--- src/mvc_pkg.sv ---
// Package: register map, field positions, reset values and states for the
// multiplier VCO calibration register bank.
// Assumes a 16-bit register port with 7-bit addresses.
package mvc_pkg;
    localparam logic [6:0] OFS_VCO_SELECT = 7'h1C;
    localparam logic [6:0] OFS_CAP_START = 7'h1D;
    localparam logic [6:0] OFS_TRIM_A = 7'h21;
    localparam logic [6:0] OFS_TRIM_B = 7'h22;
    localparam logic [6:0] OFS_READBACK = 7'h41;
    localparam logic [6:0] OFS_TRIM_C = 7'h43;
    localparam logic [6:0] OFS_OUT_CTRL = 7'h19;

    localparam logic [15:0] RST_VCO_SELECT = 16'h0A08;
    localparam logic [15:0] RST_CAP_START = 16'h05FF;
    localparam logic [15:0] RST_TRIM_A = 16'h7777;
    localparam logic [15:0] RST_TRIM_B = 16'h0007;
    localparam logic [15:0] RST_READBACK = 16'h65F0;
    localparam logic [15:0] RST_TRIM_C = 16'h50C8;
    localparam logic [15:0] RST_OUT_CTRL = 16'h0211;

    // Writable bit masks; zero bits are read-only
    localparam logic [15:0] WM_VCO_SELECT = 16'h1FFF;
    localparam logic [15:0] WM_CAP_START = 16'h1FFF;
    localparam logic [15:0] WM_TRIM_B = 16'h3FFF;
    localparam logic [15:0] WM_READBACK = 16'hFE0F;
    localparam logic [15:0] WM_FULL = 16'hFFFF;

    localparam int OVERRIDE_BIT = 12;
    localparam int VSEL_LSB = 9;
    localparam int RB_LSB = 4;
    localparam int MUX_LSB = 0;
    localparam int MULT_LSB = 3;
    localparam logic [2:0] FUNC_MULT = 3'h3;
    localparam logic [2:0] MULT_MIN = 3'h1;
    localparam logic [2:0] MULT_MAX = 3'h4;
    localparam logic [2:0] CORE_COUNT = 3'h5;
    localparam logic [4:0] RB_NONE = 5'h1F;

    typedef enum logic [1:0] {
        MVC_IDLE, MVC_SEARCH, MVC_TUNE, MVC_LOCKED
    } mvc_cal_e;
endpackage

--- src/mvc_reg_mem.sv ---
// Small register file holding the six 16-bit words of the bank.
// Assumes index decode by the caller; read data is registered.
`timescale 1ns/1ns
module mvc_reg_mem
    import mvc_pkg::*;
(
    input wire logic ref_clk, // Clock
    input wire logic sys_rst, // Async reset, high
    input wire logic ce, // Clock enable
    input wire logic [2:0] wr_idx, // Write slot
    input wire logic wr_en, // Write strobe
    input wire logic [15:0] wr_data, // Write data
    input wire logic [2:0] rd_idx, // Read slot
    output logic [15:0] rd_data, // Registered read data
    output logic [15:0] slot0, // Select word
    output logic [15:0] slot1, // Cap start word
    output logic [15:0] slot4 // Readback word, writable bits
);
    logic [15:0] mem [0:5];

    always_ff @(posedge ref_clk or posedge sys_rst) begin
        if (sys_rst) begin
            mem[0] <= RST_VCO_SELECT;
            mem[1] <= RST_CAP_START;
            mem[2] <= RST_TRIM_A;
            mem[3] <= RST_TRIM_B;
            mem[4] <= RST_READBACK;
            mem[5] <= RST_TRIM_C;
            rd_data <= 16'h0000;
        end else if (ce) begin
            if (wr_en && wr_idx <= 3'h5) begin
                mem[wr_idx] <= wr_data;
            end
            rd_data <= (rd_idx <= 3'h5) ? mem[rd_idx] : 16'h0000;
        end
    end

    assign slot0 = mem[0];
    assign slot1 = mem[1];
    assign slot4 = mem[4];
endmodule

--- src/mvc_regs.sv ---
// Top of the multiplier VCO calibration register bank with a simple
// calibration sequencer. Assumes a synchronous 16-bit register port,
// one access per cycle, read data valid two cycles after the read strobe.
`timescale 1ns/1ns
module mvc_regs
    import mvc_pkg::*;
(
    input wire logic ref_clk, // 125 MHz clock
    input wire logic sys_rst, // Async reset, high
    input wire logic ce, // Clock enable
    input wire logic [6:0] reg_addr, // Register offset
    input wire logic reg_wr, // Write strobe
    input wire logic reg_rd, // Read strobe
    input wire logic [15:0] reg_wdata, // Write data
    input wire logic core_fit, // Analog: current core can lock
    output logic [15:0] reg_rdata, // Read data
    output logic reg_rvalid, // Read data valid
    output logic mult_active, // Multiplier mode in use
    output logic [2:0] vco_select_sel, // Core driven to PLL
    output logic [7:0] vco_cap_code, // Capacitance code to PLL
    output logic cal_busy, // Calibration running
    output logic cal_locked // Calibration settled
);
    logic [15:0] out_ctrl;
    logic [15:0] mem_rdata;
    logic [15:0] w_sel;
    logic [15:0] w_cap;
    logic [15:0] w_rb;
    logic [4:0] active_vco_readback;
    logic [2:0] core;
    logic [7:0] cap;
    logic [2:0] tries;
    logic rd_mem;
    logic rd_ctrl;
    logic fit_s1, fit_s2, fit_s3;
    logic fit_ok;
    logic rd_any;
    logic mult_prev;
    mvc_cal_e state, next_state;

    function automatic logic [2:0] slot_of(input logic [6:0] a);
        unique case (a)
            OFS_VCO_SELECT: slot_of = 3'h0;
            OFS_CAP_START: slot_of = 3'h1;
            OFS_TRIM_A: slot_of = 3'h2;
            OFS_TRIM_B: slot_of = 3'h3;
            OFS_READBACK: slot_of = 3'h4;
            OFS_TRIM_C: slot_of = 3'h5;
            default: slot_of = 3'h7;
        endcase
    endfunction

    function automatic logic [15:0] wmask_of(input logic [2:0] s);
        unique case (s)
            3'h0: wmask_of = WM_VCO_SELECT;
            3'h1: wmask_of = WM_CAP_START;
            3'h3: wmask_of = WM_TRIM_B;
            3'h4: wmask_of = WM_READBACK;
            default: wmask_of = WM_FULL;
        endcase
    endfunction

    // One-cold encoding of core 1..5
    function automatic logic [4:0] one_cold(input logic [2:0] c);
        one_cold = ~(5'h10 >> (c - 3'h1));
    endfunction

    wire [2:0] wr_slot = slot_of(reg_addr);
    wire mem_wr = ce && reg_wr && wr_slot != 3'h7;
    // Read-only bits are written to storage as zero; reset still loads them from the RST_ values
    wire [15:0] masked_w = reg_wdata & wmask_of(wr_slot);
    wire override = w_sel[OVERRIDE_BIT];
    wire [2:0] vsel = w_sel[VSEL_LSB +: 3];
    wire [2:0] start_core = (vsel >= MULT_MIN && vsel <= CORE_COUNT)
                            ? vsel : CORE_COUNT;
    wire [2:0] mult_factor = out_ctrl[MULT_LSB +: 3];
    wire mode_mult = out_ctrl[MUX_LSB +: 3] == FUNC_MULT
                     && mult_factor >= MULT_MIN
                     && mult_factor <= MULT_MAX;
    wire [2:0] next_core = (core == CORE_COUNT) ? MULT_MIN : core + 3'h1;
    wire [15:0] rb_word = (w_rb & WM_READBACK)
                          | {7'h00, active_vco_readback, 4'h0};

    mvc_reg_mem u_mem (
        .ref_clk(ref_clk),
        .sys_rst(sys_rst),
        .ce(ce),
        .wr_idx(wr_slot),
        .wr_en(mem_wr),
        .wr_data(masked_w),
        .rd_idx(wr_slot),
        .rd_data(mem_rdata),
        .slot0(w_sel),
        .slot1(w_cap),
        .slot4(w_rb)
    );

    // Function select lives beside the bank so mode can be chosen
    always_ff @(posedge ref_clk or posedge sys_rst) begin
        if (sys_rst) begin
            out_ctrl <= RST_OUT_CTRL;
        end else if (ce && reg_wr && reg_addr == OFS_OUT_CTRL) begin
            out_ctrl <= reg_wdata;
        end
    end

    // Read handshake: source picked at the strobe, data valid two cycles later
    always_ff @(posedge ref_clk or posedge sys_rst) begin
        if (sys_rst) begin
            rd_mem <= 1'b0;
            rd_ctrl <= 1'b0;
            rd_any <= 1'b0;
            reg_rvalid <= 1'b0;
        end else if (ce) begin
            rd_mem <= reg_rd && wr_slot != 3'h7 && wr_slot != 3'h4;
            rd_ctrl <= reg_rd && reg_addr == OFS_OUT_CTRL;
            rd_any <= reg_rd;
            reg_rvalid <= rd_any;
        end
    end

    wire [15:0] rd_mux = rd_ctrl ? out_ctrl : mem_rdata;
    logic rd_rb;
    always_ff @(posedge ref_clk or posedge sys_rst) begin
        if (sys_rst) begin
            rd_rb <= 1'b0;
        end else if (ce) begin
            rd_rb <= reg_rd && reg_addr == OFS_READBACK;
        end
    end
    wire [15:0] rd_sel = rd_rb ? rb_word
                       : (rd_mem || rd_ctrl) ? rd_mux : 16'h0000;
    // Registered so the read port leaves from a flip-flop
    always_ff @(posedge ref_clk or posedge sys_rst) begin
        if (sys_rst) begin
            reg_rdata <= 16'h0000;
        end else if (ce) begin
            reg_rdata <= rd_sel;
        end
    end

    // Three-stage synchroniser; level taken once stages 2 and 3 agree
    always_ff @(posedge ref_clk or posedge sys_rst) begin
        if (sys_rst) begin
            fit_s1 <= 1'b0;
            fit_s2 <= 1'b0;
            fit_s3 <= 1'b0;
            fit_ok <= 1'b0;
        end else if (ce) begin
            fit_s1 <= core_fit;
            fit_s2 <= fit_s1;
            fit_s3 <= fit_s2;
            if (fit_s2 == fit_s3) begin
                fit_ok <= fit_s2;
            end
        end
    end

    always_comb begin
        next_state = state;
        unique case (state)
            MVC_IDLE: begin
                if (mode_mult && !mult_prev) begin
                    next_state = override ? MVC_LOCKED : MVC_SEARCH;
                end
            end
            MVC_SEARCH: begin
                if (fit_ok) begin
                    next_state = MVC_TUNE;
                end else if (tries == CORE_COUNT - 3'h1) begin
                    next_state = MVC_TUNE;
                end
            end
            MVC_TUNE: begin
                if (fit_ok || cap == 8'h00) begin
                    next_state = MVC_LOCKED;
                end
            end
            MVC_LOCKED: begin
                next_state = MVC_LOCKED;
            end
        endcase
        if (!mode_mult) begin
            next_state = MVC_IDLE;
        end
    end

    // Calibration sequencer
    always_ff @(posedge ref_clk or posedge sys_rst) begin
        if (sys_rst) begin
            state <= MVC_IDLE;
            mult_prev <= 1'b0;
            core <= CORE_COUNT;
            cap <= RST_CAP_START[7:0];
            tries <= 3'h0;
            active_vco_readback <= RB_NONE;
        end else if (ce) begin
            state <= next_state;
            mult_prev <= mode_mult;
            if (state == MVC_IDLE) begin
                core <= override ? vsel : start_core;
                cap <= w_cap[7:0];
                tries <= 3'h0;
            end else if (state == MVC_SEARCH && !fit_ok) begin
                core <= next_core;
                tries <= tries + 3'h1;
            end else if (state == MVC_TUNE && !fit_ok && cap != 8'h00) begin
                cap <= cap - 8'h01;
            end
            if (override && state == MVC_LOCKED) begin
                core <= vsel;
            end
            if (next_state == MVC_LOCKED) begin
                active_vco_readback <= one_cold(core);
            end else if (!mode_mult) begin
                active_vco_readback <= RB_NONE;
            end
        end
    end

    always_ff @(posedge ref_clk or posedge sys_rst) begin
        if (sys_rst) begin
            mult_active <= 1'b0;
            vco_select_sel <= CORE_COUNT;
            vco_cap_code <= RST_CAP_START[7:0];
            cal_busy <= 1'b0;
            cal_locked <= 1'b0;
        end else if (ce) begin
            mult_active <= mode_mult;
            vco_select_sel <= core;
            vco_cap_code <= cap;
            cal_busy <= state == MVC_SEARCH || state == MVC_TUNE;
            cal_locked <= state == MVC_LOCKED;
        end
    end
endmodule

--- config.mk ---
export PLATFORM = sky130hd
export DESIGN_NAME = mvc_regs
export DESIGN_NICKNAME = d
export VERILOG_FILES = /design/src/mvc_pkg.sv /design/src/mvc_reg_mem.sv /design/src/mvc_regs.sv
export SDC_FILE = /design/constraint.sdc
export NUM_CORES = 1
export LEC_CHECK = 0
export BUFFER_PORTS_ARGS = -buffer_cell sky130_fd_sc_hd__buf_4
export CAP_MARGIN = 30
export CORE_ASPECT_RATIO = 1.5
export CORE_MARGIN = 2
export CORE_UTILIZATION = 65
export DETAILED_ROUTE_END_ITERATION = 7
export GPL_TIMING_DRIVEN = 1
export PLACE_DENSITY = 0.84
export SLEW_MARGIN = 20
export SYNTH_ARGS = -nofsm -noshare
export SYNTH_HDL_FRONTEND = slang
export SYNTH_SLANG_ARGS = --single-unit
--- constraint.sdc ---
create_clock -name ref_clk -period 19.3 [get_ports ref_clk]
set_input_delay 3.86 -clock ref_clk [delete_from_list [all_inputs] [get_ports ref_clk]]
set_output_delay 3.86 -clock ref_clk [all_outputs]
set_load 0.02 [all_outputs]
# Yosys cells after proc, flatten, opt, wreduce, memory -nomap -nowiden

Index checks and enable logic that the tools add are counted.
Widths: inputs -> output; s select.

Shifts and indexed selects: 1
Bitwise logic cells: 4
Mux-type cells: 32
Add/sub/neg operators: 4
Equal/unequal tests: 22
Reductions and logical operators: 36
Order comparisons: 7

Operator list:

| operator            | number |
|---|---|
| $mux 16             | 7 |
| $bwmux 96           | 1 |
| $bmux 16 s3         | 1 |
| $demux 16 s3        | 1 |
| $pmux 16 s3         | 1 |
| $mux 3              | 8 |
| $mux 8              | 3 |
| $eq 7x5->1 const B  | 3 |
| $pmux 3 s6          | 1 |
| $logic_and 1x1->1   | 17 |
| $and 16x16->16      | 1 |
| $or 16x9->16        | 1 |
| $eq 7x6->1 const B  | 2 |
| $eq 7x7->1 const B  | 2 |
| $mux 2              | 6 |
| $mux 5              | 2 |
| $reduce_and 2->1    | 5 |
| $eq 3x3->1 const B  | 3 |
| $le 3x3->1 const B  | 3 |
| $logic_not 8->1     | 1 |
| $pmux 2 s4          | 1 |
| $reduce_bool 8->1   | 1 |
| $sub 8x1->8 const B | 1 |
| $add 3x1->3 const B | 2 |
| 23 further kinds    | 32 |

Bits of input ports: 29
Output and inout bits: 31
Register bits after elaboration: 188

# Depth between registers and ports, before layout

Depth in word-level cells: 10
Depth in mapped cells: 8
Gate-level depth less buffers: 7

# By module

Synthesis repeated with hierarchy kept, for this count alone.

Cells, all modules: 770
Area, all modules: 9555.4 um^2

Modules (own cells, without submodules):

| module      | cells an instance | times used | seq. area each (um^2) | area an instance (um^2) |
|---|---|---|---|---|
| mvc_reg_mem | 391               | 1          | 2854.0                | 5471.5 |
| mvc_regs    | 379               | 1          | 1936.9                | 4083.9 |

# Least setup slack after synthesis

No wires, ideal clock.

Path kind: input to register
Start point: input reg_addr[2]
End point: register u_mem.mem[51] in the netlist's numbering
Data arrival time: 5467 ps
Setup slack: 13708 ps
Path buffers: 2
Data required time: 19175 ps
Setup time: 125 ps
Stages: 6
Path through: clkbuf_2 or4b_4 o21bai_1 nand4_2 buf_2 mux2_2

Cells in the longest elaborated chain, start to end: 8
Elaborated cells between the ends (all ways): 19
Those cells by class: order compare: 3; eq/ne: 7; mux: 4; bitwise: 1; reduce/logical: 4

Ends and longest elaborated chain:

| item                                                           | RTL line          | text |
|---|---|---|
| from (decl)                                                    | mvc_regs.sv:11    | `input wire logic [6:0] reg_addr,` |
| $eq 7x7->1, or another cell as far along                       | mvc_regs.sv:42    | `unique case (a)` |
| $pmux 3 s6 *                                                   | mvc_regs.sv:42    |  |
| $not 3->4 (not written as such)                                | mvc_reg_mem.sv:32 | `mem[wr_idx] <= wr_data;` |
| $ge 4x4->1 (not written as such) or $lt 4x1->1 (tied branches) | mvc_reg_mem.sv:32 |  |
| $logic_and 1x1->1 (not written as such)                        | mvc_reg_mem.sv:32 |  |
| $mux 16 (not written as such)                                  | mvc_reg_mem.sv:32 |  |
| $demux 16 s3                                                   | mvc_reg_mem.sv:32 |  |
| $bwmux 96                                                      | mvc_reg_mem.sv:32 |  |
| to (signal, indexed assignment)                                | mvc_reg_mem.sv:32 |  |
| to (decl)                                                      | mvc_reg_mem.sv:19 | `logic [15:0] mem [0:5];` |

Mark *: on every way between the ends. The rest lies on a longest branch, timed or not.
A chain may end at the register's enable or synchronous reset.

==> flow_summary.toml <==
[clocking]
post_cts_resized = 0
insertion_delay_ns = 0.43
numCtsBuffers = 17
cts_tree = "yes"
clockRootBuffer = "clkbuf_16"
cts_hold_buf = 0
postCtsSetupBuffers = 0
htree_levels = 4
cts_buffer_depth = 2
cts.reportedPaths.clkPinSlew_ns = 0.07
cts.sinks = 188

[finish]
seq_area_um2 = 4790
drive_above_1_share_pct = 31.2
layout.nets = 896
diodes = 0
fillers = 901
area_delta_synth_final_pct = 13.0
multi_input_area_um2 = 3840

[yosys]
yosys.cell_types.count = 65
yosysWarnings = 0
synth_nets = 856
synth.cell_area_um2 = 8900
synth-main-ff-cell = "dfrtp_1"
ys_ff_latch = 188
ys_seq_area_share_pct = 53.9
syn_inst = 819
syn_area_per_cell_um2 = 10.9
synth_edf_count = 0
synthArstFlopShare_pct = 100

[critical_path]
crit_required_ns = 19.63
worst-endpoint-arrival_ns = 6.95
crit_path_end_kind = "flip-flop"
cp_max_fo = 76
critical_path.startpoint_type = "input port"
path_class = "in2reg"

[global_routing]
track_usage_pct = 31.1
grt_pass1_wl_um = 35600
grt_start_max_net_pins = 111
grt.overflow.total = 0
antenna_found_initial = 0
grt_pass1_vias = 6918

[floorplan]
fp-row-count = 52
dieArea_um2 = 14700
die_w_um = 99.5
initial_core_util_pct = 66.1
io_pins = 60
dieHeight_um = 147
coreArea_um2 = 13500

[route]
ant_nets = 0
wire_per_inst_um = 21.6
drc = 0
vias_per_cell = 6.54
drt_first_iter_violations = 593
vias = 6765
drt_wl_total_um = 22300
firstDrtPassIters = 5

[sta]
tightest_slew_ns = 1.06
drv_slew = 0
setup_ws_ns = 12.68
fmax_mhz = 151
slew_headroom_pct = 29.0
min_period_ns = 6.62
finalSetupViolCount = 0
rsz0062_at_grt = "no"
finalCritPeriodShare_pct = 34.3
finalSetupTns_ns = 0
skew_ns = 0.00662
hold_viol_final = 0

[worst_hold_path]
hold_class = "reg2reg"

[place]
gp_congestion = 0.863
pre_cts_ws_ns = 12.33
port_buffers = 59
dp_hpwl_um = 14400

[pwr]
vdd_drop_max_uv = 61.7
powerDensity_nw_per_um2 = 82.9
static-leakage-power_nw = 4.58

[flow_run]
cap_violations = 0

[run_status]
status = "finished clean"
## synthesized netlist by cell type, types with 7 or more instances
| library cell | count | area [um^2] |
|---|---|---|
| nor2b_1 | 7 | 43.8 |
| a21oi_1 | 36 | 180 |
| a221oi_1 | 11 | 96.3 |
| nor2_1 | 22 | 82.6 |
| o2111ai_1 | 9 | 78.8 |
| nand2b_1 | 7 | 43.8 |
| clkbuf_1 | 30 | 113 |
| buf_2 | 9 | 45.0 |
| o21ai_0 | 70 | 350 |
| nand3_1 | 8 | 40.0 |
| o211ai_1 | 7 | 52.6 |
| a21o_1 | 8 | 60.1 |
| dfstp_2 | 69 | 1810 |
| o31a_1 | 11 | 96.3 |
| ha_1 | 8 | 100 |
| and2_1 | 15 | 93.8 |
| nor3_1 | 11 | 55.1 |
| nand2_1 | 131 | 492 |
| and3_1 | 25 | 156 |
| mux2_2 | 84 | 946 |
| a22oi_1 | 18 | 135 |
| inv_1 | 14 | 52.6 |
| dfrtp_1 | 119 | 2980 |
## where the power goes
group / total, mW / internal [mW] / switching, mW
Sequential: 0.435 / 0.419 / 0.0156
Combinational: 0.0657 / 0.0277 / 0.0380
Clock: 0.332 / 0.170 / 0.162
Total: 0.833 / 0.617 / 0.216
## registers in the layout, summed over array words and instances, names as in the netlist, 2 cells and up
name / cells
active_vco_readback: 5
cap: 8
core: 3
out_ctrl: 16
reg_rdata: 16
state: 2
tries: 3
u_mem.mem: 48
u_mem.rd_data: 16
u_mem.slot0: 16
u_mem.slot1: 16
u_mem.slot4: 16
vco_cap_code: 8
vco_select_sel: 3
## per-stage QoR
| step | instances | hold slack, ns | power, mW | area [um^2] | util [%] |
|---|---|---|---|---|---|
| 5_1_grt | 1034 | 0.481 | 0.861 | 10000 | 74.6 |
| 3_3_place_gp | 995 | 0.449 | 0.501 | 9350 | 69.4 |
| 6_report | 1034 | 0.464 | 0.833 | 10000 | 74.6 |
| 4_1_cts | 1031 | 0.464 | 0.833 | 9980 | 74.1 |
| 3_5_place_dp | 999 | 0.452 | 0.506 | 9420 | 70.0 |
| 2_1_floorplan | 819 | 0.439 | 0.480 | 8900 | - |
## layout by cell type (no fill, tap or decap), types with 5 or more instances in the layout
master / count
inv_6: 5
o31a_1: 11
nor3_1: 11
a21o_1: 8
ha_1: 8
mux2_2: 84
nand2_1: 131
and3_1: 25
o31ai_1: 6
o2111ai_1: 9
nor3b_1: 5
dfrtp_1: 119
nand2b_1: 7
nor2_1: 22
nor2b_1: 7
nand4_1: 6
and2_1: 15
o211ai_1: 7
clkbuf_16: 17
inv_1: 13
nand3_1: 8
a22oi_1: 18
buf_4: 61
a221oi_1: 11
a21oi_1: 36
dfstp_2: 69
mux2_4: 6
o21ai_0: 69
## path summary, 6_finish.rpt
path / start / slack, ns / endpoint / cells past startpoint
max: ce / 12.68 / u_mem.rd_data[12] / 6
min: u_mem.mem[12] / 0.46 / u_mem.mem[12] / 2
max reg2reg: cap[0] / 16.44 / cap[6] / 7
min reg2reg: u_mem.mem[12] / 0.46 / u_mem.mem[12] / 2
max in group asynchronous: sys_rst / 14.45 / u_mem.mem[62] / 5
min in group asynchronous: sys_rst / 3.41 / out_ctrl[2] / 2
## per-layer routing
layer | share of wire, % | wire length [um] | global-route usage, % | up-vias
li1 | - | - | - | 3027
met1 | 41 | 9140 | 40.0 | 3403
met2 | 51 | 11300 | 52.2 | 271
met3 | 5.1 | 1150 | 5.00 | 64
met4 | 3.3 | 731 | 13.1 | 0
met5 | 0 | 0 | 0 | -
## kinds of logic (layout without fill, tap and decap cells)
group	count (synthesis)	in the layout	synth area share (%)
adder cells (fa/ha/maj)	8	8	1.13
XOR/XNOR	3	3	0.295
AND/OR/NAND/NOR	262	262	14.8
buffers and inverters	62	115	3.01
multiplexers	93	93	12.0
AO/OA/AOI/OAI	203	203	14.9
flip-flops	188	188	53.9
## worst max-delay path, cell delays in order
cell and delay, ns:
buf_4 0.65, clkinv_1 0.90, nor4_4 0.80, o211a_4 0.43, a221oi_1 0.13, o211ai_1 0.16
## cell type report
cell class | count | share of cell area (%)
clock buffer | 17 | 4.23
clock inverter | 15 | 1.31
inverter | 15 | 0.610
multi-input combinational | 569 | 38.2
sequential | 188 | 47.7
tap | 162 | 2.02
timing repair buffer | 68 | 5.98
Note: power is estimated with default switching activity, not from simulation.
